--- config.mk ---
export PLATFORM = sky130hd
export DESIGN_NAME = cfgpp_port
export DESIGN_NICKNAME = d
export VERILOG_FILES = /design/src/shared/cfgpp_pkg.sv /design/src/shared/cfgpp_fifo_if.sv /design/src/core/cfgpp_port.sv /design/src/core/cfgpp_fifo.sv /design/src/core/cfgpp_addr_gen.sv
export VERILOG_INCLUDE_DIRS = /design/src /design/src/shared
export SDC_FILE = /design/constraint.sdc
export NUM_CORES = 1
export LEC_CHECK = 0
export ABC_AREA = 0
export BUFFER_PORTS_ARGS = -buffer_cell sky130_fd_sc_hd__clkbuf_2
export CORE_AREA = 4 4 160 162
export DETAILED_ROUTE_END_ITERATION = 12
export DIE_AREA = 0 0 164 166
export GPL_TIMING_DRIVEN = 0
export SYNTH_ARGS = -nofsm -noshare
export SYNTH_HDL_FRONTEND = slang
export SYNTH_SLANG_ARGS = --single-unit
export TNS_END_PERCENT = 30
--- constraint.sdc ---
create_clock -name i_ref_clk -period 3 [get_ports i_ref_clk]
set_input_delay 0.6 -clock i_ref_clk [delete_from_list [all_inputs] [get_ports i_ref_clk]]
set_output_delay 0.6 -clock i_ref_clk [all_outputs]
set_load 0.005 [all_outputs]
--- src/shared/cfgpp_params.svh ---
// Constants for the configuration peripheral port
`ifndef CFGPP_PARAMS_SVH
`define CFGPP_PARAMS_SVH

`define CFGPP_CLK_PERIOD_NS  8
`define CFGPP_MEM_ACCESS_NS  100
`define CFGPP_MEM_ACCESS_CYC ((`CFGPP_MEM_ACCESS_NS + `CFGPP_CLK_PERIOD_NS - 1) / `CFGPP_CLK_PERIOD_NS)
`define CFGPP_ADDR_W         18
`define CFGPP_DATA_W         8
`define CFGPP_FIFO_DEPTH     16
`define CFGPP_STATUS_BIT     7
`define CFGPP_ADDR_RESET     18'h00000
`define CFGPP_STATUS_OE      8'h80
`define CFGPP_ALL_OE         8'hFF
`define CFGPP_NONE_OE        8'h00
`define CFGPP_DATA_RESET     8'h00

`endif

--- src/shared/cfgpp_pkg.sv ---
// Types for the configuration peripheral port
package cfgpp_pkg;

  typedef enum logic [2:0] {
    CFGPP_MODE_SERIAL     = 3'h0,
    CFGPP_MODE_ASYNC_PER  = 3'h1,
    CFGPP_MODE_SLAVE_PAR  = 3'h2,
    CFGPP_MODE_MASTER_PAR = 3'h3,
    CFGPP_MODE_PROC_A     = 3'h4,
    CFGPP_MODE_PROC_B     = 3'h5
  } cfgpp_mode_t;

  typedef enum logic [1:0] {
    CFGPP_BUS_IDLE = 2'h0,
    CFGPP_BUS_DATA = 2'h1,
    CFGPP_BUS_ACK  = 2'h2
  } cfgpp_bus_state_t;

endpackage

--- src/shared/cfgpp_fifo_if.sv ---
// Handshake bundle between the port logic and its byte FIFO
`timescale 1ns/100ps
interface cfgpp_fifo_if #(
  parameter int W = 8
);
  logic         wr_valid;
  logic         wr_ready;
  logic [W-1:0] wr_data;
  logic         rd_valid;
  logic         rd_ready;
  logic [W-1:0] rd_data;

  modport fifo_mp (
    input  wr_valid, wr_data, rd_ready,
    output wr_ready, rd_valid, rd_data
  );
  modport user_mp (
    output wr_valid, wr_data, rd_ready,
    input  wr_ready, rd_valid, rd_data
  );
endinterface

--- src/core/cfgpp_port.sv ---
// Configuration host port: strobes, status, address and processor pins
//
// Operation
// - Selected only when both chip selects agree
// - In async mode, selected read strobe low turns D7 into output
// - Status high means ready, low busy
// - Selected write strobe low captures data byte
// - Write wins when both strobes asserted
// - Master parallel drives memory address outputs
// - Serial, async and slave modes float address pins with pull-ups
// - Interrupt request output is active low
// - Style A drives burst inhibit output
// - Style A acknowledge is active high
// - Style B ready is active low
// - Pins become user I/O after configuration, processor pins only when not kept in use
// - Ready output mirrors D7 status in async and slave modes; read clock in master parallel
// - Configuration bytes arrive on D[7:0]
`timescale 1ns/100ps
`include "cfgpp_params.svh"
module cfgpp_port #(
  parameter int AW       = `CFGPP_ADDR_W,
  parameter int DW       = `CFGPP_DATA_W,
  parameter int DEPTH    = `CFGPP_FIFO_DEPTH,
  parameter int MEM_CYC  = `CFGPP_MEM_ACCESS_CYC
) (
  input  wire logic          i_ref_clk,          // 125 MHz clock
  input  wire logic          i_reset_n,          // Async reset, low
  input  wire logic [2:0]    i_cfg_mode,         // Configuration mode
  input  wire logic          i_cfg_done,         // Configuration complete
  input  wire logic          i_mpi_used,         // Processor port kept
  input  wire logic          i_chip_select_low_n,// Select, active low
  input  wire logic          i_chip_select_high, // Select, active high
  input  wire logic          i_read_strobe_n,    // Read / transfer strobe
  input  wire logic          i_write_strobe_n,   // Write strobe, low
  input  wire logic          i_host_bus_clock,   // Host bus clock
  input  wire logic          i_host_read_write,  // Host direction
  input  wire logic          i_irq_req,          // Interrupt from core
  input  wire logic [DW-1:0] i_data,             // D pins input
  output logic      [DW-1:0] o_data,             // D pins output
  output logic      [DW-1:0] o_data_oe,          // D pins enable
  output logic      [AW-1:0] o_config_address,   // Address pins out
  output logic               o_config_address_oe,// Address enable
  output logic               o_addr_pullup_en,   // Address pull-ups
  output logic               o_ready_rclk,       // Ready / read clock
  output logic               o_irq_out_n,        // Interrupt, low
  output logic               o_burst_inhibit,    // Burst inhibit
  output logic               o_transfer_ack,     // Transfer ack/ready
  output logic               o_cs_user_io,       // Selects released
  output logic               o_mpi_user_io,      // Processor pins free
  output logic      [DW-1:0] o_cfg_byte,         // Byte to loader
  output logic               o_cfg_valid,        // Byte valid
  input  wire logic          i_cfg_ready         // Loader takes byte
);

  logic rst_meta_q;
  logic rst_n;

  // Release edge is synchronised; assertion stays asynchronous
  always_ff @(posedge i_ref_clk or negedge i_reset_n) begin
    if (!i_reset_n) begin
      rst_meta_q <= 1'b0;
      rst_n      <= 1'b0;
    end else begin
      rst_meta_q <= 1'b1;
      rst_n      <= rst_meta_q;
    end
  end

  cfgpp_pkg::cfgpp_mode_t      mode;
  cfgpp_pkg::cfgpp_bus_state_t st_q;
  logic            in_cfg;
  logic            m_async;
  logic            m_slave;
  logic            m_master;
  logic            m_proc_a;
  logic            m_proc_b;
  logic            proc_on;
  logic            selected;
  logic            wr_prev_q;
  logic            wr_fall;
  logic            rd_req;
  logic            bclk_prev_q;
  logic            bclk_rise;
  logic            host_write;
  logic            xfer_write_q;
  logic            ack_on_q;
  logic            busy_q;
  logic            ready;
  logic            per_push;
  logic            mem_push;
  logic            proc_push;
  logic            mem_take;
  logic            mem_rclk;
  logic [AW-1:0]   mem_addr;
  logic            out_load;

  cfgpp_fifo_if #(.W(DW)) fbus ();

  assign mode     = cfgpp_pkg::cfgpp_mode_t'(i_cfg_mode);
  assign in_cfg   = !i_cfg_done;
  assign m_async  = in_cfg && (mode == cfgpp_pkg::CFGPP_MODE_ASYNC_PER);
  assign m_slave  = in_cfg && (mode == cfgpp_pkg::CFGPP_MODE_SLAVE_PAR);
  assign m_master = in_cfg && (mode == cfgpp_pkg::CFGPP_MODE_MASTER_PAR);
  // Processor port survives configuration only when kept in use
  assign proc_on  = in_cfg || i_mpi_used;
  assign m_proc_a = proc_on && (mode == cfgpp_pkg::CFGPP_MODE_PROC_A);
  assign m_proc_b = proc_on && (mode == cfgpp_pkg::CFGPP_MODE_PROC_B);

  // After configuration chip selects are no longer decoded
  assign selected = in_cfg && !i_chip_select_low_n
                    && i_chip_select_high;

  assign wr_fall   = wr_prev_q && !i_write_strobe_n;
  // A write strobe masks any concurrent read
  assign rd_req    = m_async && selected && !i_read_strobe_n
                     && i_write_strobe_n;
  assign bclk_rise = i_host_bus_clock && !bclk_prev_q;
  // Style A writes with low, style B with high
  assign host_write = m_proc_a ? !i_host_read_write
                               : i_host_read_write;

  assign ready = !busy_q;

  always_ff @(posedge i_ref_clk or negedge rst_n) begin
    if (!rst_n) begin
      wr_prev_q   <= 1'b1;
      bclk_prev_q <= 1'b0;
    end else begin
      wr_prev_q   <= i_write_strobe_n;
      bclk_prev_q <= i_host_bus_clock;
    end
  end

  // Byte sources; only one mode is live at a time
  assign per_push  = (m_async || m_slave) && selected
                     && wr_fall;
  assign mem_push  = m_master && mem_take;
  assign proc_push = (m_proc_a || m_proc_b) && (st_q == cfgpp_pkg::CFGPP_BUS_DATA)
                     && bclk_rise && xfer_write_q && fbus.wr_ready;

  assign fbus.wr_valid = per_push || mem_push || proc_push;
  assign fbus.wr_data  = i_data;

  cfgpp_fifo #(
    .W     (DW),
    .DEPTH (DEPTH)
  ) u_fifo (
    .i_clk   (i_ref_clk),
    .i_rst_n (rst_n),
    .bus     (fbus.fifo_mp)
  );

  cfgpp_addr_gen #(
    .AW  (AW),
    .CYC (MEM_CYC)
  ) u_addr (
    .i_clk   (i_ref_clk),
    .i_rst_n (rst_n),
    .i_run   (m_master),
    .i_space (fbus.wr_ready),
    .o_addr  (mem_addr),
    .o_rclk  (mem_rclk),
    .o_take  (mem_take)
  );

  // Output stage keeps the loader port registered
  assign out_load     = fbus.rd_valid && (!o_cfg_valid || i_cfg_ready);
  assign fbus.rd_ready = out_load;

  always_ff @(posedge i_ref_clk or negedge rst_n) begin
    if (!rst_n) begin
      o_cfg_valid <= 1'b0;
      o_cfg_byte  <= `CFGPP_DATA_RESET;
    end else if (out_load) begin
      o_cfg_valid <= 1'b1;
      o_cfg_byte  <= fbus.rd_data;
    end else if (i_cfg_ready) begin
      o_cfg_valid <= 1'b0;
    end
  end

  // Busy holds until every captured byte has left the port
  always_ff @(posedge i_ref_clk or negedge rst_n) begin
    if (!rst_n) begin
      busy_q <= 1'b0;
    end else if (per_push) begin
      busy_q <= 1'b1;
    end else if (!fbus.rd_valid && !(o_cfg_valid && !i_cfg_ready)) begin
      busy_q <= 1'b0;
    end
  end

  // Processor transfer sequencer, paced by the host bus clock
  always_ff @(posedge i_ref_clk or negedge rst_n) begin
    if (!rst_n) begin
      st_q         <= cfgpp_pkg::CFGPP_BUS_IDLE;
      xfer_write_q <= 1'b0;
      ack_on_q     <= 1'b0;
    end else if (!(m_proc_a || m_proc_b)) begin
      st_q     <= cfgpp_pkg::CFGPP_BUS_IDLE;
      ack_on_q <= 1'b0;
    end else if (bclk_rise) begin
      unique case (st_q)
        cfgpp_pkg::CFGPP_BUS_IDLE: begin
          if (!i_read_strobe_n && (selected || !in_cfg)) begin
            st_q         <= cfgpp_pkg::CFGPP_BUS_DATA;
            xfer_write_q <= host_write;
          end
        end
        cfgpp_pkg::CFGPP_BUS_DATA: begin
          // A full buffer withholds the acknowledge
          if (!xfer_write_q || fbus.wr_ready) begin
            st_q     <= cfgpp_pkg::CFGPP_BUS_ACK;
            ack_on_q <= 1'b1;
          end
        end
        cfgpp_pkg::CFGPP_BUS_ACK: begin
          st_q     <= cfgpp_pkg::CFGPP_BUS_IDLE;
          ack_on_q <= 1'b0;
        end
        default: begin
          st_q     <= cfgpp_pkg::CFGPP_BUS_IDLE;
          ack_on_q <= 1'b0;
        end
      endcase
    end
  end

  // Processor pin outputs
  always_ff @(posedge i_ref_clk or negedge rst_n) begin
    if (!rst_n) begin
      o_transfer_ack  <= 1'b0;
      o_burst_inhibit <= 1'b0;
      o_irq_out_n     <= 1'b1;
    end else begin
      if (m_proc_b) begin
        o_transfer_ack <= !ack_on_q;
      end else begin
        o_transfer_ack <= m_proc_a && ack_on_q;
      end
      o_burst_inhibit <= m_proc_a;
      o_irq_out_n     <= !((m_proc_a || m_proc_b) && i_irq_req);
    end
  end

  // Data pin drive: status bit or processor read byte
  always_ff @(posedge i_ref_clk or negedge rst_n) begin
    if (!rst_n) begin
      o_data    <= `CFGPP_DATA_RESET;
      o_data_oe <= `CFGPP_NONE_OE;
    end else if (rd_req) begin
      o_data    <= `CFGPP_DATA_RESET;
      o_data[`CFGPP_STATUS_BIT] <= ready;
      o_data_oe <= `CFGPP_STATUS_OE;
    end else if ((m_proc_a || m_proc_b) && ack_on_q && !xfer_write_q) begin
      o_data    <= `CFGPP_DATA_RESET;
      o_data[`CFGPP_STATUS_BIT] <= ready;
      o_data_oe <= `CFGPP_ALL_OE;
    end else begin
      o_data    <= `CFGPP_DATA_RESET;
      o_data_oe <= `CFGPP_NONE_OE;
    end
  end

  // Address pins: driven only for master parallel
  always_ff @(posedge i_ref_clk or negedge rst_n) begin
    if (!rst_n) begin
      o_config_address    <= `CFGPP_ADDR_RESET;
      o_config_address_oe <= 1'b0;
      o_addr_pullup_en    <= 1'b1;
    end else begin
      o_config_address    <= mem_addr;
      o_config_address_oe <= m_master;
      o_addr_pullup_en    <= in_cfg && !m_master
                             && !(m_proc_a || m_proc_b);
    end
  end

  // Ready pin doubles as the memory read clock
  always_ff @(posedge i_ref_clk or negedge rst_n) begin
    if (!rst_n) begin
      o_ready_rclk  <= 1'b0;
      o_cs_user_io  <= 1'b0;
      o_mpi_user_io <= 1'b0;
    end else begin
      o_ready_rclk  <= m_master ? mem_rclk
                                : ((m_async || m_slave) && ready);
      o_cs_user_io  <= i_cfg_done;
      o_mpi_user_io <= i_cfg_done && !i_mpi_used;
    end
  end

  property p_write_captures;
    @(posedge i_ref_clk) disable iff (!rst_n)
      per_push |=> busy_q;
  endproperty
  a_write_captures: assert property (p_write_captures)
    else $error("Captured byte did not set busy");

  property p_status_d7;
    @(posedge i_ref_clk) disable iff (!rst_n)
      rd_req |=> (o_data_oe == `CFGPP_STATUS_OE)
                 && (o_data[`CFGPP_STATUS_BIT] == !$past(busy_q));
  endproperty
  a_status_d7: assert property (p_status_d7)
    else $error("D7 status not driven during read");

  property p_write_wins;
    @(posedge i_ref_clk) disable iff (!rst_n)
      (m_async && !i_write_strobe_n && !i_read_strobe_n)
      |=> (o_data_oe == `CFGPP_NONE_OE);
  endproperty
  a_write_wins: assert property (p_write_wins)
    else $error("Read driven while write strobe low");

  property p_select;
    @(posedge i_ref_clk) disable iff (!rst_n)
      (i_chip_select_low_n || !i_chip_select_high) |-> !per_push && !rd_req;
  endproperty
  a_select: assert property (p_select)
    else $error("Strobe acted while not selected");

  property p_addr_float;
    @(posedge i_ref_clk) disable iff (!rst_n)
      (in_cfg && !m_master && !m_proc_a && !m_proc_b)
      |=> !o_config_address_oe && o_addr_pullup_en;
  endproperty
  a_addr_float: assert property (p_addr_float)
    else $error("Address pins not floated with pull-ups");

  property p_ack_a;
    @(posedge i_ref_clk) disable iff (!rst_n)
      (m_proc_a && ack_on_q) ##1 m_proc_a |-> o_transfer_ack;
  endproperty
  a_ack_a: assert property (p_ack_a)
    else $error("Style A acknowledge not high");

  property p_ack_b;
    @(posedge i_ref_clk) disable iff (!rst_n)
      (m_proc_b && ack_on_q) ##1 m_proc_b |-> !o_transfer_ack;
  endproperty
  a_ack_b: assert property (p_ack_b)
    else $error("Style B ready not low");

  property p_irq;
    @(posedge i_ref_clk) disable iff (!rst_n)
      (m_proc_a && i_irq_req) |=> !o_irq_out_n;
  endproperty
  a_irq: assert property (p_irq)
    else $error("Interrupt request not asserted low");

  property p_burst;
    @(posedge i_ref_clk) disable iff (!rst_n)
      $rose(m_proc_a) |=> o_burst_inhibit;
  endproperty
  a_burst: assert property (p_burst)
    else $error("Burst inhibit missing in style A");

  property p_ready_mirror;
    @(posedge i_ref_clk) disable iff (!rst_n)
      m_async |=> (o_ready_rclk == !$past(busy_q));
  endproperty
  a_ready_mirror: assert property (p_ready_mirror)
    else $error("Ready pin does not mirror status");

  property p_user_io;
    @(posedge i_ref_clk) disable iff (!rst_n)
      i_cfg_done |=> o_cs_user_io && !per_push;
  endproperty
  a_user_io: assert property (p_user_io)
    else $error("Chip selects not released after done");
endmodule

--- src/core/cfgpp_fifo.sv ---
// Byte FIFO with valid/ready on both sides
`timescale 1ns/100ps
module cfgpp_fifo #(
  parameter int W     = 8,
  parameter int DEPTH = 16
) (
  input  wire logic    i_clk,   // System clock
  input  wire logic    i_rst_n, // Synchronised reset
  cfgpp_fifo_if.fifo_mp bus     // Fill and drain ports
);
  localparam int PW = $clog2(DEPTH);
  localparam int CW = $clog2(DEPTH + 1);
  localparam logic [CW-1:0] FULL_CNT = CW'(DEPTH);

  logic [W-1:0]  mem [DEPTH];
  logic [PW-1:0] wptr_q;
  logic [PW-1:0] rptr_q;
  logic [CW-1:0] cnt_q;
  logic          push;
  logic          pop;

  assign bus.wr_ready = (cnt_q != FULL_CNT);
  assign bus.rd_valid = (cnt_q != '0);
  assign bus.rd_data  = mem[rptr_q];
  assign push = bus.wr_valid && bus.wr_ready;
  assign pop  = bus.rd_valid && bus.rd_ready;

  always_ff @(posedge i_clk) begin
    if (push) begin
      mem[wptr_q] <= bus.wr_data;
    end
  end

  always_ff @(posedge i_clk or negedge i_rst_n) begin
    if (!i_rst_n) begin
      wptr_q <= '0;
      rptr_q <= '0;
      cnt_q  <= '0;
    end else begin
      // Pointers wrap only for power-of-two depths
      if (push) wptr_q <= PW'(wptr_q + 1'b1);
      if (pop)  rptr_q <= PW'(rptr_q + 1'b1);
      cnt_q <= CW'(cnt_q + CW'(push) - CW'(pop));
    end
  end

  property p_fifo_bound;
    @(posedge i_clk) disable iff (!i_rst_n)
      cnt_q <= FULL_CNT;
  endproperty
  a_fifo_bound: assert property (p_fifo_bound)
    else $error("FIFO count over depth");

  property p_fifo_count;
    @(posedge i_clk) disable iff (!i_rst_n)
      (push && !pop) |=> (cnt_q == CW'($past(cnt_q) + 1'b1));
  endproperty
  a_fifo_count: assert property (p_fifo_count)
    else $error("FIFO count did not follow a push");
endmodule

--- src/core/cfgpp_addr_gen.sv ---
// Master parallel address and read-clock sequencer
`timescale 1ns/100ps
`include "cfgpp_params.svh"
module cfgpp_addr_gen #(
  parameter int AW  = 18,
  parameter int CYC = 13
) (
  input  wire logic          i_clk,   // System clock
  input  wire logic          i_rst_n, // Synchronised reset
  input  wire logic          i_run,   // Fetching allowed
  input  wire logic          i_space, // Buffer can take a byte
  output logic      [AW-1:0] o_addr,  // Memory address
  output logic               o_rclk,  // Read clock to memory
  output logic               o_take   // Sample data now
);
  localparam int CNTW = $clog2(CYC + 1);
  localparam logic [CNTW-1:0] LAST = CNTW'(CYC - 1);

  logic [CNTW-1:0] cnt_q;
  logic            fire;

  assign fire = i_run && i_space && (cnt_q == LAST);

  always_ff @(posedge i_clk or negedge i_rst_n) begin
    if (!i_rst_n) begin
      cnt_q <= '0;
    end else if (!i_run || fire) begin
      cnt_q <= '0;
    end else if (cnt_q != LAST) begin
      cnt_q <= CNTW'(cnt_q + 1'b1);
    end
  end

  always_ff @(posedge i_clk or negedge i_rst_n) begin
    if (!i_rst_n) begin
      o_addr <= AW'(`CFGPP_ADDR_RESET);
      o_rclk <= 1'b0;
      o_take <= 1'b0;
    end else begin
      // Address steps only after the sample, so data matches it
      if (o_take) o_addr <= AW'(o_addr + 1'b1);
      o_rclk <= fire;
      o_take <= fire;
    end
  end

  property p_take_spacing;
    @(posedge i_clk) disable iff (!i_rst_n)
      o_take |=> !o_take;
  endproperty
  a_take_spacing: assert property (p_take_spacing)
    else $error("Back-to-back memory samples");

  property p_addr_step;
    @(posedge i_clk) disable iff (!i_rst_n)
      o_take |=> (o_addr == AW'($past(o_addr) + 1'b1));
  endproperty
  a_addr_step: assert property (p_addr_step)
    else $error("Address did not advance after a sample");
endmodule

Word-level counts from Yosys, hierarchy flattened. Memories as Yosys holds them, arrays and structs flattened. A register that Yosys moved wholly into a read port is not among the register bits. Index checks and enable logic that the tools add are counted.

Bits in registers: 88. Bits in latches: 0. RAM bits: 128. Memory bits (read-only): 0. Input bits: 23. Memories: 1.

$add $sub $neg: 6. Multipliers: 0. Divide/modulo/power cells: 0. Magnitude comparators: 0. Equality and inequality tests: 13. Shifts and indexed selects: 0. Mux-type cells: 24. Bitwise operators: 0. Reduce and logical (&&, ||, !) cells: 70.

Memory list: u_fifo.mem (depth 16, bits a word 8, read ports 1, clocked after memory_dff 1, wr ports 1, RTL line cfgpp_fifo.sv:15) `logic [W-1:0] mem [DEPTH];`.

Operators by type and width (number): $logic_and A1 B1 Y1 (35); $mux W8 (4); $add A18 B1 Y18 const B (1); $logic_not A1 Y1 (18); $add A4 B1 Y4 const B (3); $mux W1 (12); $logic_or A1 B1 Y1 (9); $mux W2 (4); $mux W4 (2); $eq A3 B2 Y1 const B (2); $eq A3 B3 Y1 const B (2); $ne A3 B3 Y1 const B (2); $reduce_and A3 Y1 (2); $reduce_bool A2 Y1 (3); $add A5 B1 Y5 (1); $ne A5 B5 Y1 const B (1); $reduce_bool A5 Y1 (1); $sub A5 B1 Y5 (1); $eq A4 B4 Y1 const B (1); $ne A2 B2 Y1 const B (2); $ne A4 B4 Y1 const B (1); $pmux W2 S2 (1); $reduce_and A4 Y1 (1); $eq A3 B1 Y1 const B (1); 3 further kinds (3).

Logic depth before layout (Yosys ltp). Gate-level depths: netlist (run 1).

Depth in word-level cells: 12. Mapped depth: 14. Gate-level depth less buffers: 13.

Hierarchy. Synthesis (run 1) repeated with hierarchy kept, for this count alone.

Cells, all modules: 536. Area, all modules: 8513.2 sq um.

By module, submodules not included: cfgpp_fifo (instances 1, cells an instance 321, area an instance 5748.0 sq um, seq. area each 4169.0 sq um); cfgpp_port (instances 1, cells an instance 120, area an instance 1707.9 sq um, seq. area each 1179.9 sq um); cfgpp_addr_gen (instances 1, cells an instance 95, area an instance 1057.3 sq um, seq. area each 575.6 sq um).

Worst setup path after synthesis (run 1). Ideal clock, no wire load.

Path kind: input to register. From: input port i_cfg_mode[1]. To: register u_fifo.cnt_q[4]. Arrival time: 2549 ps. Required time: 2920 ps. Setup slack: 371 ps. Cell stages on the path: 11. Cells stage by stage: xnor2_1 or4_4 a31oi_4 buf_6 ha_1 inv_1 fa_1 inv_1 a21oi_1 o21bai_1 xnor2_1.

Cells in the longest elaborated chain, start to end: 11. Elaborated cells between the ends (all ways): 24.

Ends and longest elaborated chain: start: declaration (RTL line cfgpp_port.sv:28) `input wire logic [2:0] i_cfg_mode,`; $eq A3 B3 Y1 (on tied branches) (RTL line cfgpp_port.sv:106, cfgpp_port.sv:107); $logic_and A1 B1 Y1 (on tied branches) (RTL line cfgpp_port.sv:106, cfgpp_port.sv:107); $logic_or A1 B1 Y1 (RTL line cfgpp_port.sv:138) `assign proc_push = (m_proc_a || m_proc_b) && (st_q == cfgpp_pkg::CFGPP_BUS_DATA)`; $logic_and A1 B1 Y1 (RTL line cfgpp_port.sv:138); $logic_and A1 B1 Y1 (3 in series) (RTL line cfgpp_port.sv:139) `&& bclk_rise && xfer_write_q && fbus.wr_ready;`; $logic_or A1 B1 Y1 (*) (RTL line cfgpp_port.sv:141) `assign fbus.wr_valid = per_push || mem_push || proc_push;`; $logic_and A1 B1 Y1 (*) (RTL line cfgpp_fifo.sv:25) `assign push = bus.wr_valid && bus.wr_ready;`; via u_fifo.push (RTL line cfgpp_fifo.sv:19) `logic push;`; $add A5 B1 Y5 (*) (RTL line cfgpp_fifo.sv:43) `cnt_q <= CW'(cnt_q + CW'(push) - CW'(pop));`; $sub A5 B1 Y5 (*) (RTL line cfgpp_fifo.sv:43); end signal: assignment (RTL line cfgpp_fifo.sv:43); end: declaration (RTL line cfgpp_fifo.sv:18) `logic [CW-1:0] cnt_q;`.

The timed path passes the listed nets; every way through them passes the cells marked *. A chain may end at the register's enable or synchronous reset.

Worst setup path after layout (run 1).
From: register u_fifo.cnt_q[2]. To: register u_fifo.cnt_q[4].

Elaborated cells between the ends (all ways): 9.

RTL lines: $reduce_bool A5 Y1 (RTL line cfgpp_fifo.sv:23) `assign bus.rd_valid = (cnt_q != '0);`; $logic_and A1 B1 Y1 (RTL line cfgpp_port.sv:167) `assign out_load = fbus.rd_valid && (!o_cfg_valid || i_cfg_ready);`; via fbus.rd_ready (RTL line cfgpp_fifo_if.sv:10) `logic rd_ready;`; $logic_and A1 B1 Y1 (RTL line cfgpp_fifo.sv:26) `assign pop = bus.rd_valid && bus.rd_ready;`; $sub A5 B1 Y5 (RTL line cfgpp_fifo.sv:43).

The timed path passes the listed nets, and every way through them passes these cells.

==> qor.yml, run 1 <==
place:
  port_buffers: 66
  hpwl_mm: 11.3
  post-place-ws_ns: -0.312
  place.gp.congestion: 0.773
synth:
  async_flop_share_pct: 39.3
  synth-edff-count: 128
  avgSynthCellArea_um2: 17.1
  synth_xor_xnor_area_share_pct: 3.36
  syn_area_mm2: 0.00833
  syn_inst: 487
  ys_types: 49
  synth-compound-area-share_pct: 3.26
  synthMuxAreaShare_pct: 10.3
  synth_top_family_by_area: "multiplexers"
  synth-seq-cells: 211
  synth-simple-area-share_pct: 6.68
  synth-adder-area-share_pct: 2.34
  ys_seq_area_share_pct: 71.1
  synth_ff_type: "edfxtp_1"
  ys_warn_count: 0
timing:
  fin_skew_ns: 0.0119
  hold_viol: 0
  rsz0062_at_grt: "no"
  fin_crit_sh_pct: 92.8
  max_freq_mhz: 359
  fin_ws_ns: 0.217
  whs_ns: 0.210
  period_minus_slack_ns: 2.78
  drv_slew: 0
  slew-limit-headroom_pct: 39.5
  max_slew.worst_pin.slew_ns: 0.905
  setup-violations-final: 0
finish:
  drive_above_1_share_pct: 28.2
  mostFrequentLayoutCells: "edfxtp_1 (128), dfrtp_1 (79), clkbuf_2 (66), mux4_2 (32), clkbuf_16 (23)"
  nNetsFinal: 624
  nFillCells: 2277
  diodes: 0
  multiInputGateArea_mm2: 0.00221
  syn_to_final_growth_pct: 18.6
  layout_commonest_cell: "edfxtp_1"
  seqCellArea_mm2: 0.00593
clock_network:
  clock_sinks: 211
  cts_tree: "yes"
  cts-root-buf: "clkbuf_16"
  cts_max_level: 1
  clkTransAtPathRegs_ns: 0.06
  cts_made_buffers: 23
  cts_setup_buffers: 0
  clock_latency_ns: 0.50
  clk_path_buf_depth: 3
min_path:
  min_delay_path_depth: 1
  worstHoldPathType: "in -> reg"
pwr:
  power_density_mw_per_mm2: 783
  ir_worst_vdd_mv: 0.451
  leakagePower_nw: 3.93
die:
  core_area_mm2: 0.0241
  die_y_um: 166
  initial_core_util_pct: 34.6
  die_area_mm2: 0.0272
  io_pins: 74
  rows: 57
  dieWidth_um: 164
detailed_routing:
  routed_wl_mm: 16.6
  firstDrtPassIters: 4
  vias: 4373
  via_per_inst: 4.72
  drc_errors: 0
  drt_iter0_markers: 195
  ant_nets: 0
  routedWlPerCell_um: 17.9
global_routing:
  grt_max_degree: 46
  grt_overflow: 0
  antenna_found_initial: 0
  grt_pass1_wl_mm: 26.3
  grt_pass1_vias: 4764
  grt_use_total_pct: 12.3
run:
  cap_violations: 0
setup_path:
  setup.worst_path.end_class: "flop"
  r2r_cells: 14
  crit_fanout: 10
  start_kind: "flop"
  required_ns: 3.42
  crit_arrival_ns: 3.20
  critical_path_class: "reg -> reg"
outcome:
  outcome: "completed"
==> flip-flops by register name, indices dropped and copies added (netlist names), 2 cells and up <==
register and flops:
u_fifo.mem 128, o_config_address 18, u_fifo.rptr_q 4, o_data_oe 2
o_cfg_byte 8, u_addr.o_addr 18, st_q 2, u_fifo.cnt_q 5
u_fifo.wptr_q 4, u_addr.cnt_q 4
==> power breakdown <==
part           leakage (nW)  switching [W]  internal, W  total (W)
Clock                 0.352        0.00108      0.00161    0.00269
Combinational          1.34       0.000834     0.000805    0.00164
Sequential             2.23       0.000153      0.00325    0.00340
==> path summary, 6_finish.rpt <==
check,startpoint,to,slack (ns)
worst max-delay path,u_fifo.cnt_q[2],u_fifo.cnt_q[4],0.22
worst min-delay path,i_write_strobe_n,wr_prev_q,0.21
worst max register to register,u_fifo.cnt_q[2],u_fifo.cnt_q[4],0.22
worst min register to register,rst_n,o_config_address[1],0.30
max in group asynchronous,rst_n,o_addr_pullup_en,2.03
min in group asynchronous,rst_n,o_config_address[1],0.30
==> synthesized netlist by cell type (8+ instances only) <==
cell type,number,area share [%]
mux4_2,32,8.6
ha_1,14,2.1
nor2b_1,9,0.68
buf_4,13,1.2
mux2i_1,8,0.96
inv_1,18,0.81
a221oi_1,8,0.84
nor2_1,20,0.90
xnor2_1,18,1.9
edfxtp_1,128,46
xor2_1,14,1.5
and3_1,14,1.1
nand2_1,12,0.54
dfrtp_1,80,24
nand3_1,9,0.54
==> cell type report <==
type,count,share of cell area (%)
plain buffers,29,1.77
clock buffers,32,6.27
clock inverters,9,1.03
inverters,18,0.684
multi-input cells,235,22.4
flip-flops and latches,211,60.0
well taps,324,4.10
repair buffers,68,3.72
==> routing by layer <==
layer,share of wire [%],wire (um),track usage [%]
met1,41,6840,16.0
met2,51,8420,20.8
met3,5.4,898,2.53
met4,2.6,423,3.43
met5,0,0,0
==> logic make-up (layout without fill, tap and decap cells) <==
logic type | count (synthesis) | after routing
AOI/OAI and AO/OA | 37 | 37
buffers and inverters | 47 | 156
adders and majority gates | 15 | 15
xor gates and xnor gates | 32 | 32
and+or+nand+nor | 98 | 98
other | 2 | 8
muxes | 45 | 45
DFF | 211 | 211
==> worst max-delay path, stage by stage, from the launching register on <==
cell	delay, ns
dfrtp_1	0.35
inv_1	0.07
ha_1	0.21
nor4b_4	0.14
a21oi_2	0.28
clkbuf_4	0.31
ha_1	0.25
inv_1	0.05
ha_1	0.15
inv_1	0.06
fa_1	0.41
inv_1	0.07
a21oi_1	0.06
o21bai_1	0.15
xnor2_1	0.14
==> through the flow <==
step | utilization (%) | area (um^2) | TNS (ns) | instances | total power [W]
3_5_place_dp | 37.8 | 9120 | -2.70 | 884 | 0.00510
5_1_grt | 41.0 | 9880 | 0 | 926 | 0.00813
2_1_floorplan | - | 8350 | 0 | 493 | 0.00459
4_1_cts | 40.9 | 9860 | 0 | 926 | 0.00784
6_report | 41.0 | 9880 | 0 | 926 | 0.00773
3_3_place_gp | 37.7 | 9090 | -30.76 | 883 | 0.00503
==> what timing repair did <==
item,in CTS,in global routing
resized for setup,3,3
hold endpoints to repair,2,0
endpoints found under the setup margin,2,1
hold buffers,1,0
Note: power is estimated with default switching activity, not from simulation.
==> run 2, diff against run 1 <==
Settings changed: CAP_MARGIN set to 20, RECOVER_POWER set to 50.
==> qor.yml, run 2 (synthesis gave the netlist of run 1 again) <==
pwr:
  power_frac_seq_pct: 42.4  # was 44.0%
  p_sw_share_pct: 27.2  # was 26.7%
  power_w: 0.00802  # was 0.00773 W
  ir_worst_vdd_mv: 0.454  # was 0.451 mV
  p_comb_share_pct: 20.5  # was 21.2%
  leakagePower_nw: 3.93  # about the same
  p_int_w: 0.00584  # was 0.00567 W
  power_density_mw_per_mm2: 805  # was 783 mW/mm^2
  switching_power_w: 0.00218  # was 0.00207 W
  clockPowerShare_pct: 37.1  # was 34.9%
finish:
  mostFrequentLayoutCells: "edfxtp_1 (128), dfrtp_1 (80), clkbuf_2 (54), mux4_2 (32), clkbuf_16 (24)"  # was edfxtp_1 (128), dfrtp_1 (79), clkbuf_2 (66), mux4_2 (32), clkbuf_16 (23)
  reg.largest.list: "u_fifo.mem x128, o_config_address x18, u_addr.o_addr x18"  # unchanged
  nNetsFinal: 626  # was 624
  stdcell_area_mm2: 0.00996  # was 0.00988 mm^2
  nFillCells: 2250  # was 2277
  diodes: 0  # unchanged
  syn_to_final_growth_pct: 19.5  # was 18.6%
  layout_commonest_cell: "edfxtp_1"  # unchanged
  largest_reg_flops: 128  # unchanged
  top_register: "u_fifo.mem"  # unchanged
  drive_above_1_share_pct: 27.2  # was 28.2%
  fin_cells: 930  # was 926
die:
  io_pins: 74  # unchanged
  core_area_mm2: 0.0241  # unchanged
  rows: 57  # unchanged
  die_y_um: 166  # unchanged
  initial_core_util_pct: 34.6  # unchanged
  die_area_mm2: 0.0272  # unchanged
  dieWidth_um: 164  # unchanged
timing:
  max_slew.worst_pin.slew_ns: 1.51  # was 0.905 ns
  period_minus_slack_ns: 2.82  # was 2.78 ns
  whs_ns: 0.203  # was 0.210 ns
  rsz0062_at_grt: "no"  # unchanged
  fin_skew_ns: 0.0178  # was 0.0119 ns
  setup-violations-final: 0  # unchanged
  drv_slew: 37  # was 0
  slew-limit-headroom_pct: -0.914  # was 39.5%
  fin_crit_sh_pct: 93.9  # was 92.8%
  fin_ws_ns: 0.183  # was 0.217 ns
  hold_viol: 0  # unchanged
  max_freq_mhz: 355  # was 359 MHz
detailed_routing:
  firstDrtPassIters: 4  # unchanged
  drc_errors: 0  # unchanged
  routed_wl_mm: 16.7  # was 16.6 mm
  via_per_inst: 4.78  # was 4.72
  vias: 4441  # was 4373
  routedWlPerCell_um: 18.0  # was 17.9 um
  drt_iter0_markers: 227  # was 195
  ant_nets: 0  # unchanged
clock_network:
  cts_setup_buffers: 0  # unchanged
  clock_latency_ns: 0.52  # was 0.50 ns
  clkTransAtPathRegs_ns: 0.06  # about the same
  cts_max_level: 1  # unchanged
  cts_tree: "yes"  # unchanged
  cts-root-buf: "clkbuf_16"  # unchanged
  clk_path_buf_depth: 3  # unchanged
  clock_sinks: 211  # unchanged
  cts_made_buffers: 24  # was 23
place:
  port_buffers: 66  # unchanged
  dp.cells: 885  # was 884
  place.gp.congestion: 0.773  # unchanged
  detailed_place.area_mm2: 0.00913  # was 0.00912 mm^2
  post-place-ws_ns: -0.186  # was -0.312 ns
  hpwl_mm: 11.3  # about the same
setup_path:
  crit_arrival_ns: 3.24  # was 3.20 ns
  required_ns: 3.43  # was 3.42 ns
  start_kind: "flop"  # unchanged
  critical_path_class: "reg -> reg"  # unchanged
  setup.worst_path.end_class: "flop"  # unchanged
  crit_fanout: 10  # unchanged
global_routing:
  grt_pass1_wl_mm: 26.4  # was 26.3 mm
  antenna_found_initial: 0  # unchanged
  grt_max_degree: 46  # unchanged
  grt_use_total_pct: 12.3  # about the same
  grt_overflow: 0  # unchanged
  grt_pass1_vias: 4690  # was 4764
outcome:
  violations: "max-capacitance violations, max-slew violations"
  outcome: "finished, violations left"  # was completed
run:
  cap_violations: 1  # was 0
min_path:
  worstHoldPathType: "in -> reg"  # unchanged
run 2: routing by layer:
layer | part of all wire (%) | vias up | GRT usage (%)
li1 | - | 2030 | -
met1 | 42 | 2260 | 16.7
met2 | 50 | 120 | 20.3
met3 | 5.3 | 31 | 2.33
met4 | 2.5 | 0 | 3.79
met5 | 0 | - | 0
run 2: cell type report:
class | count | area [um^2] | share of cell area (%)
Inverter | 18 | 67.6 | 0.679
Multi-Input combinational cell | 235 | 2210 | 22.2
Clock inverter | 17 | 189 | 1.90
Buffer | 29 | 171 | 1.72
Clock buffer | 27 | 632 | 6.35
Tap cell | 324 | 405 | 4.07
Sequential cell | 211 | 5920 | 59.5
Timing Repair Buffer | 69 | 357 | 3.58
run 2: final timing paths:
path                                       start          endpoint  slack (ns)  cells past startpoint
worst max-delay path             u_fifo.cnt_q[2]   u_fifo.cnt_q[4]        0.18                     14
worst min-delay path            i_write_strobe_n         wr_prev_q        0.20                      1
worst max register to register   u_fifo.cnt_q[2]   u_fifo.cnt_q[4]        0.18                     14
worst min register to register        rst_meta_q             rst_n        0.35                      0
max in group asynchronous                  rst_n  o_addr_pullup_en        1.42                      1
min in group asynchronous              i_reset_n             rst_n        0.41                      2
run 2: per-stage QoR:
step / setup TNS, ns / util, %
after detailed placement: -0.186 / 37.9
after floorplan: 0 / -
final: 0 / 41.3
after global placement: -30.76 / 37.7
after CTS: 0 / 41.4
after global routing: 0 / 41.3
run 2: worst max-delay path: stages, from the launching register on:
cell	delay (ns)
dfrtp_1	0.36
inv_1	0.07
ha_1	0.21
nor4b_4	0.14
a21oi_2	0.26
clkbuf_2	0.34
ha_1	0.28
inv_1	0.06
ha_1	0.16
inv_1	0.06
fa_1	0.40
inv_1	0.07
a21oi_1	0.06
o21bai_1	0.15
xnor2_1	0.13
run 2: power by group through the flow:
stage	Combinational [W]	Sequential [W]	Clock, W
CTS	0.00167	0.00339	0.00306
floorplan	0.00118	0.00341	0
detailed placement	0.00166	0.00345	0
global placement	0.00159	0.00344	0
global route	0.00180	0.00342	0.00318
finish	0.00164	0.00340	0.00298
run 2: timing repair:
item / CTS / global route
setup endpoints to repair: 1 / 1
pin swaps: 0 / 0
hold endpoints to repair: 2 / 0
resized for setup: 3 / 1
hold buffers: 1 / 0
==> run 3, diff against run 2 <==
Settings changed: CORE_AREA 4 4 160 162 to 4 4 131 196, DIE_AREA 0 0 164 166 to 0 0 135 200, GPL_TIMING_DRIVEN 0 to 1.
==> qor.yml, run 3 (synthesis gave the netlist of run 1 again) <==
global_routing:
  grt_pass1_vias: 4690  # unchanged
  grt_max_degree: 52  # was 46
  grt_overflow: 0  # unchanged
  antenna_found_initial: 0  # unchanged
  grt_use_total_pct: 12.4  # was 12.3%
  grt_pass1_wl_mm: 26.3  # was 26.4 mm
pwr:
  p_sw_share_pct: 25.9  # was 27.2%
  leakagePower_nw: 3.81  # was 3.93 nW
  ir_worst_vdd_mv: 0.367  # was 0.454 mV
  switching_power_w: 0.00201  # was 0.00218 W
  power_frac_seq_pct: 44.6  # was 42.4%
  power_density_mw_per_mm2: 798  # was 805 mW/mm^2
  p_comb_share_pct: 19.6  # was 20.5%
  clockPowerShare_pct: 35.7  # was 37.1%
  p_int_w: 0.00575  # was 0.00584 W
place:
  hpwl_mm: 11.4  # was 11.3 mm
  port_buffers: 66  # unchanged
  place.gp.congestion: 0.768  # was 0.773
finish:
  nNetsFinal: 602  # was 626
  final_core_util_pct: 40.4  # was 41.3%
  top_register: "u_fifo.mem"  # unchanged
  layout_commonest_cell: "edfxtp_1"  # unchanged
  largest_reg_flops: 128  # unchanged
  diodes: 0  # unchanged
  drive_above_1_share_pct: 24.6  # was 27.2%
  reg.largest.list: "u_fifo.mem x128, o_config_address x18, u_addr.o_addr x18"  # unchanged
  mostFrequentLayoutCells: "edfxtp_1 (128), dfrtp_1 (79), clkbuf_2 (54), mux4_2 (32), clkbuf_16 (21)"  # was edfxtp_1 (128), dfrtp_1 (80), clkbuf_2 (54), mux4_2 (32), clkbuf_16 (24)
  syn_to_final_growth_pct: 16.7  # was 19.5%
die:
  die_area_mm2: 0.0270  # was 0.0272 mm^2
  io_pins: 74  # unchanged
  die_y_um: 200  # was 166 um
  dieWidth_um: 135  # was 164 um
  initial_core_util_pct: 34.6  # about the same
  rows: 70  # was 57
  core_area_mm2: 0.0241  # about the same
timing:
  slew-limit-headroom_pct: -40.3  # was -0.914%
  fin_crit_sh_pct: 85.7  # was 93.9%
  whs_ns: 0.225  # was 0.203 ns
  period_minus_slack_ns: 2.57  # was 2.82 ns
  rsz0062_at_grt: "no"  # unchanged
  max_freq_mhz: 389  # was 355 MHz
  fin_skew_ns: 0.0119  # was 0.0178 ns
  setup-violations-final: 0  # unchanged
  drv_slew: 52  # was 37
  hold_viol: 0  # unchanged
  max_slew.worst_pin.slew_ns: 2.10  # was 1.51 ns
  final.setup.tns_ns: 0  # unchanged
clock_network:
  clock_sinks: 211  # unchanged
  cts_made_buffers: 21  # was 24
  cts_tree: "yes"  # unchanged
  cts_max_level: 1  # unchanged
  clk_path_buf_depth: 3  # unchanged
  cts-root-buf: "clkbuf_16"  # unchanged
  ctsResizeCount: 0  # was 3
  clkTransAtPathRegs_ns: 0.06  # about the same
  clock_latency_ns: 0.48  # was 0.52 ns
run:
  cap_violations: 1  # unchanged
detailed_routing:
  firstDrtPassIters: 4  # unchanged
  vias: 4285  # was 4441
  routedWlPerCell_um: 18.2  # was 18.0 um
  drt_iter0_markers: 216  # was 227
  drc_errors: 0  # unchanged
  routed_wl_mm: 16.4  # was 16.7 mm
  via_per_inst: 4.75  # was 4.78
  ant_nets: 0  # unchanged
setup_path:
  critical_path_class: "reg -> reg"  # unchanged
  crit_fanout: 2  # was 10
  required_ns: 3.40  # was 3.43 ns
  crit_arrival_ns: 2.97  # was 3.24 ns
  start_kind: "flop"  # unchanged
  setup.worst_path.end_class: "flop"  # unchanged
min_path:
  worstHoldPathType: "in -> reg"  # unchanged
outcome:
  outcome: "finished, violations left"  # unchanged
  violations: "max-capacitance violations, max-slew violations"  # unchanged
run 3: cell count changes in the layout (fill, tap and decap cells not counted), sizes merged:
cell | before | now
buf | 26 | 8
clkinvlp | 4 | 2
bufinv | 3 | 5
inv | 21 | 18
clkbuf | 98 | 92
clkinv | 7 | 6
run 3: timing repair:
action | in CTS | in global routing
endpoints found under the hold margin | 2 | 0
hold buffers | 1 | 0
setup buffers | 0 | 0
run 3: power groups by stage:
stage	Combinational, W	Sequential, W	Clock (W)
after floorplan	0.00118	0.00341	0
after global placement	0.00151	0.00351	0
after detailed placement	0.00156	0.00352	0
after CTS	0.00156	0.00346	0.00286
after global routing	0.00167	0.00349	0.00296
final	0.00152	0.00346	0.00277
run 3: layout make-up:
| type | instances | area [um^2] |
|---|---|---|
| flip-flops and latches | 211 | 5930 |
| well taps | 324 | 405 |
| clock inverters | 13 | 194 |
| repair buffers | 77 | 405 |
| multi-input cells | 235 | 2190 |
| inverters | 18 | 67.6 |
| fillers | 2150 | 14400 |
| clock buffers | 24 | 537 |
run 3: path summary, 6_finish.rpt:
| kind | depth (start not counted) | start | slack (ns) | to |
|---|---|---|---|---|
| worst max register to register | 13 | u_fifo.cnt_q[2] | 0.43 | u_fifo.cnt_q[4] |
| max in group asynchronous | 0 | rst_n | 0.74 | u_fifo.rptr_q[1] |
| worst min-delay path | 1 | i_write_strobe_n | 0.23 | wr_prev_q |
| worst max-delay path | 13 | u_fifo.cnt_q[2] | 0.43 | u_fifo.cnt_q[4] |
| min in group asynchronous | 2 | i_reset_n | 0.45 | rst_n |
| worst min register to register | 0 | rst_meta_q | 0.36 | rst_n |
run 3: through the flow:
| step | setup slack, ns | power [W] | cells | instance area [um^2] |
|---|---|---|---|---|
| finish | 0.429 | 0.00776 | 902 | 9730 |
| detailed placement | 0.230 | 0.00508 | 864 | 9010 |
| global placement | 0.306 | 0.00503 | 864 | 9010 |
| CTS | 0.377 | 0.00788 | 902 | 9750 |
| global route | 0.169 | 0.00813 | 902 | 9730 |
| floorplan | 0.371 | 0.00459 | 493 | 8350 |
run 3: per-layer routing:
metal  wire, um  global-route usage, %
met5          0                      0
met4        456                   4.07
met3        611                   1.86
met2       8830                   22.8
met1       6480                   14.8
run 3: critical path: stages (launching register included):
cell,delay [ns]
dfrtp_1,0.38
inv_1,0.09
ha_1,0.18
nor4b_1,0.33
a21oi_1,0.12
ha_1,0.31
inv_1,0.05
ha_1,0.16
inv_1,0.06
fa_1,0.39
inv_1,0.08
a21oi_1,0.06
o21bai_1,0.16
xnor2_1,0.14
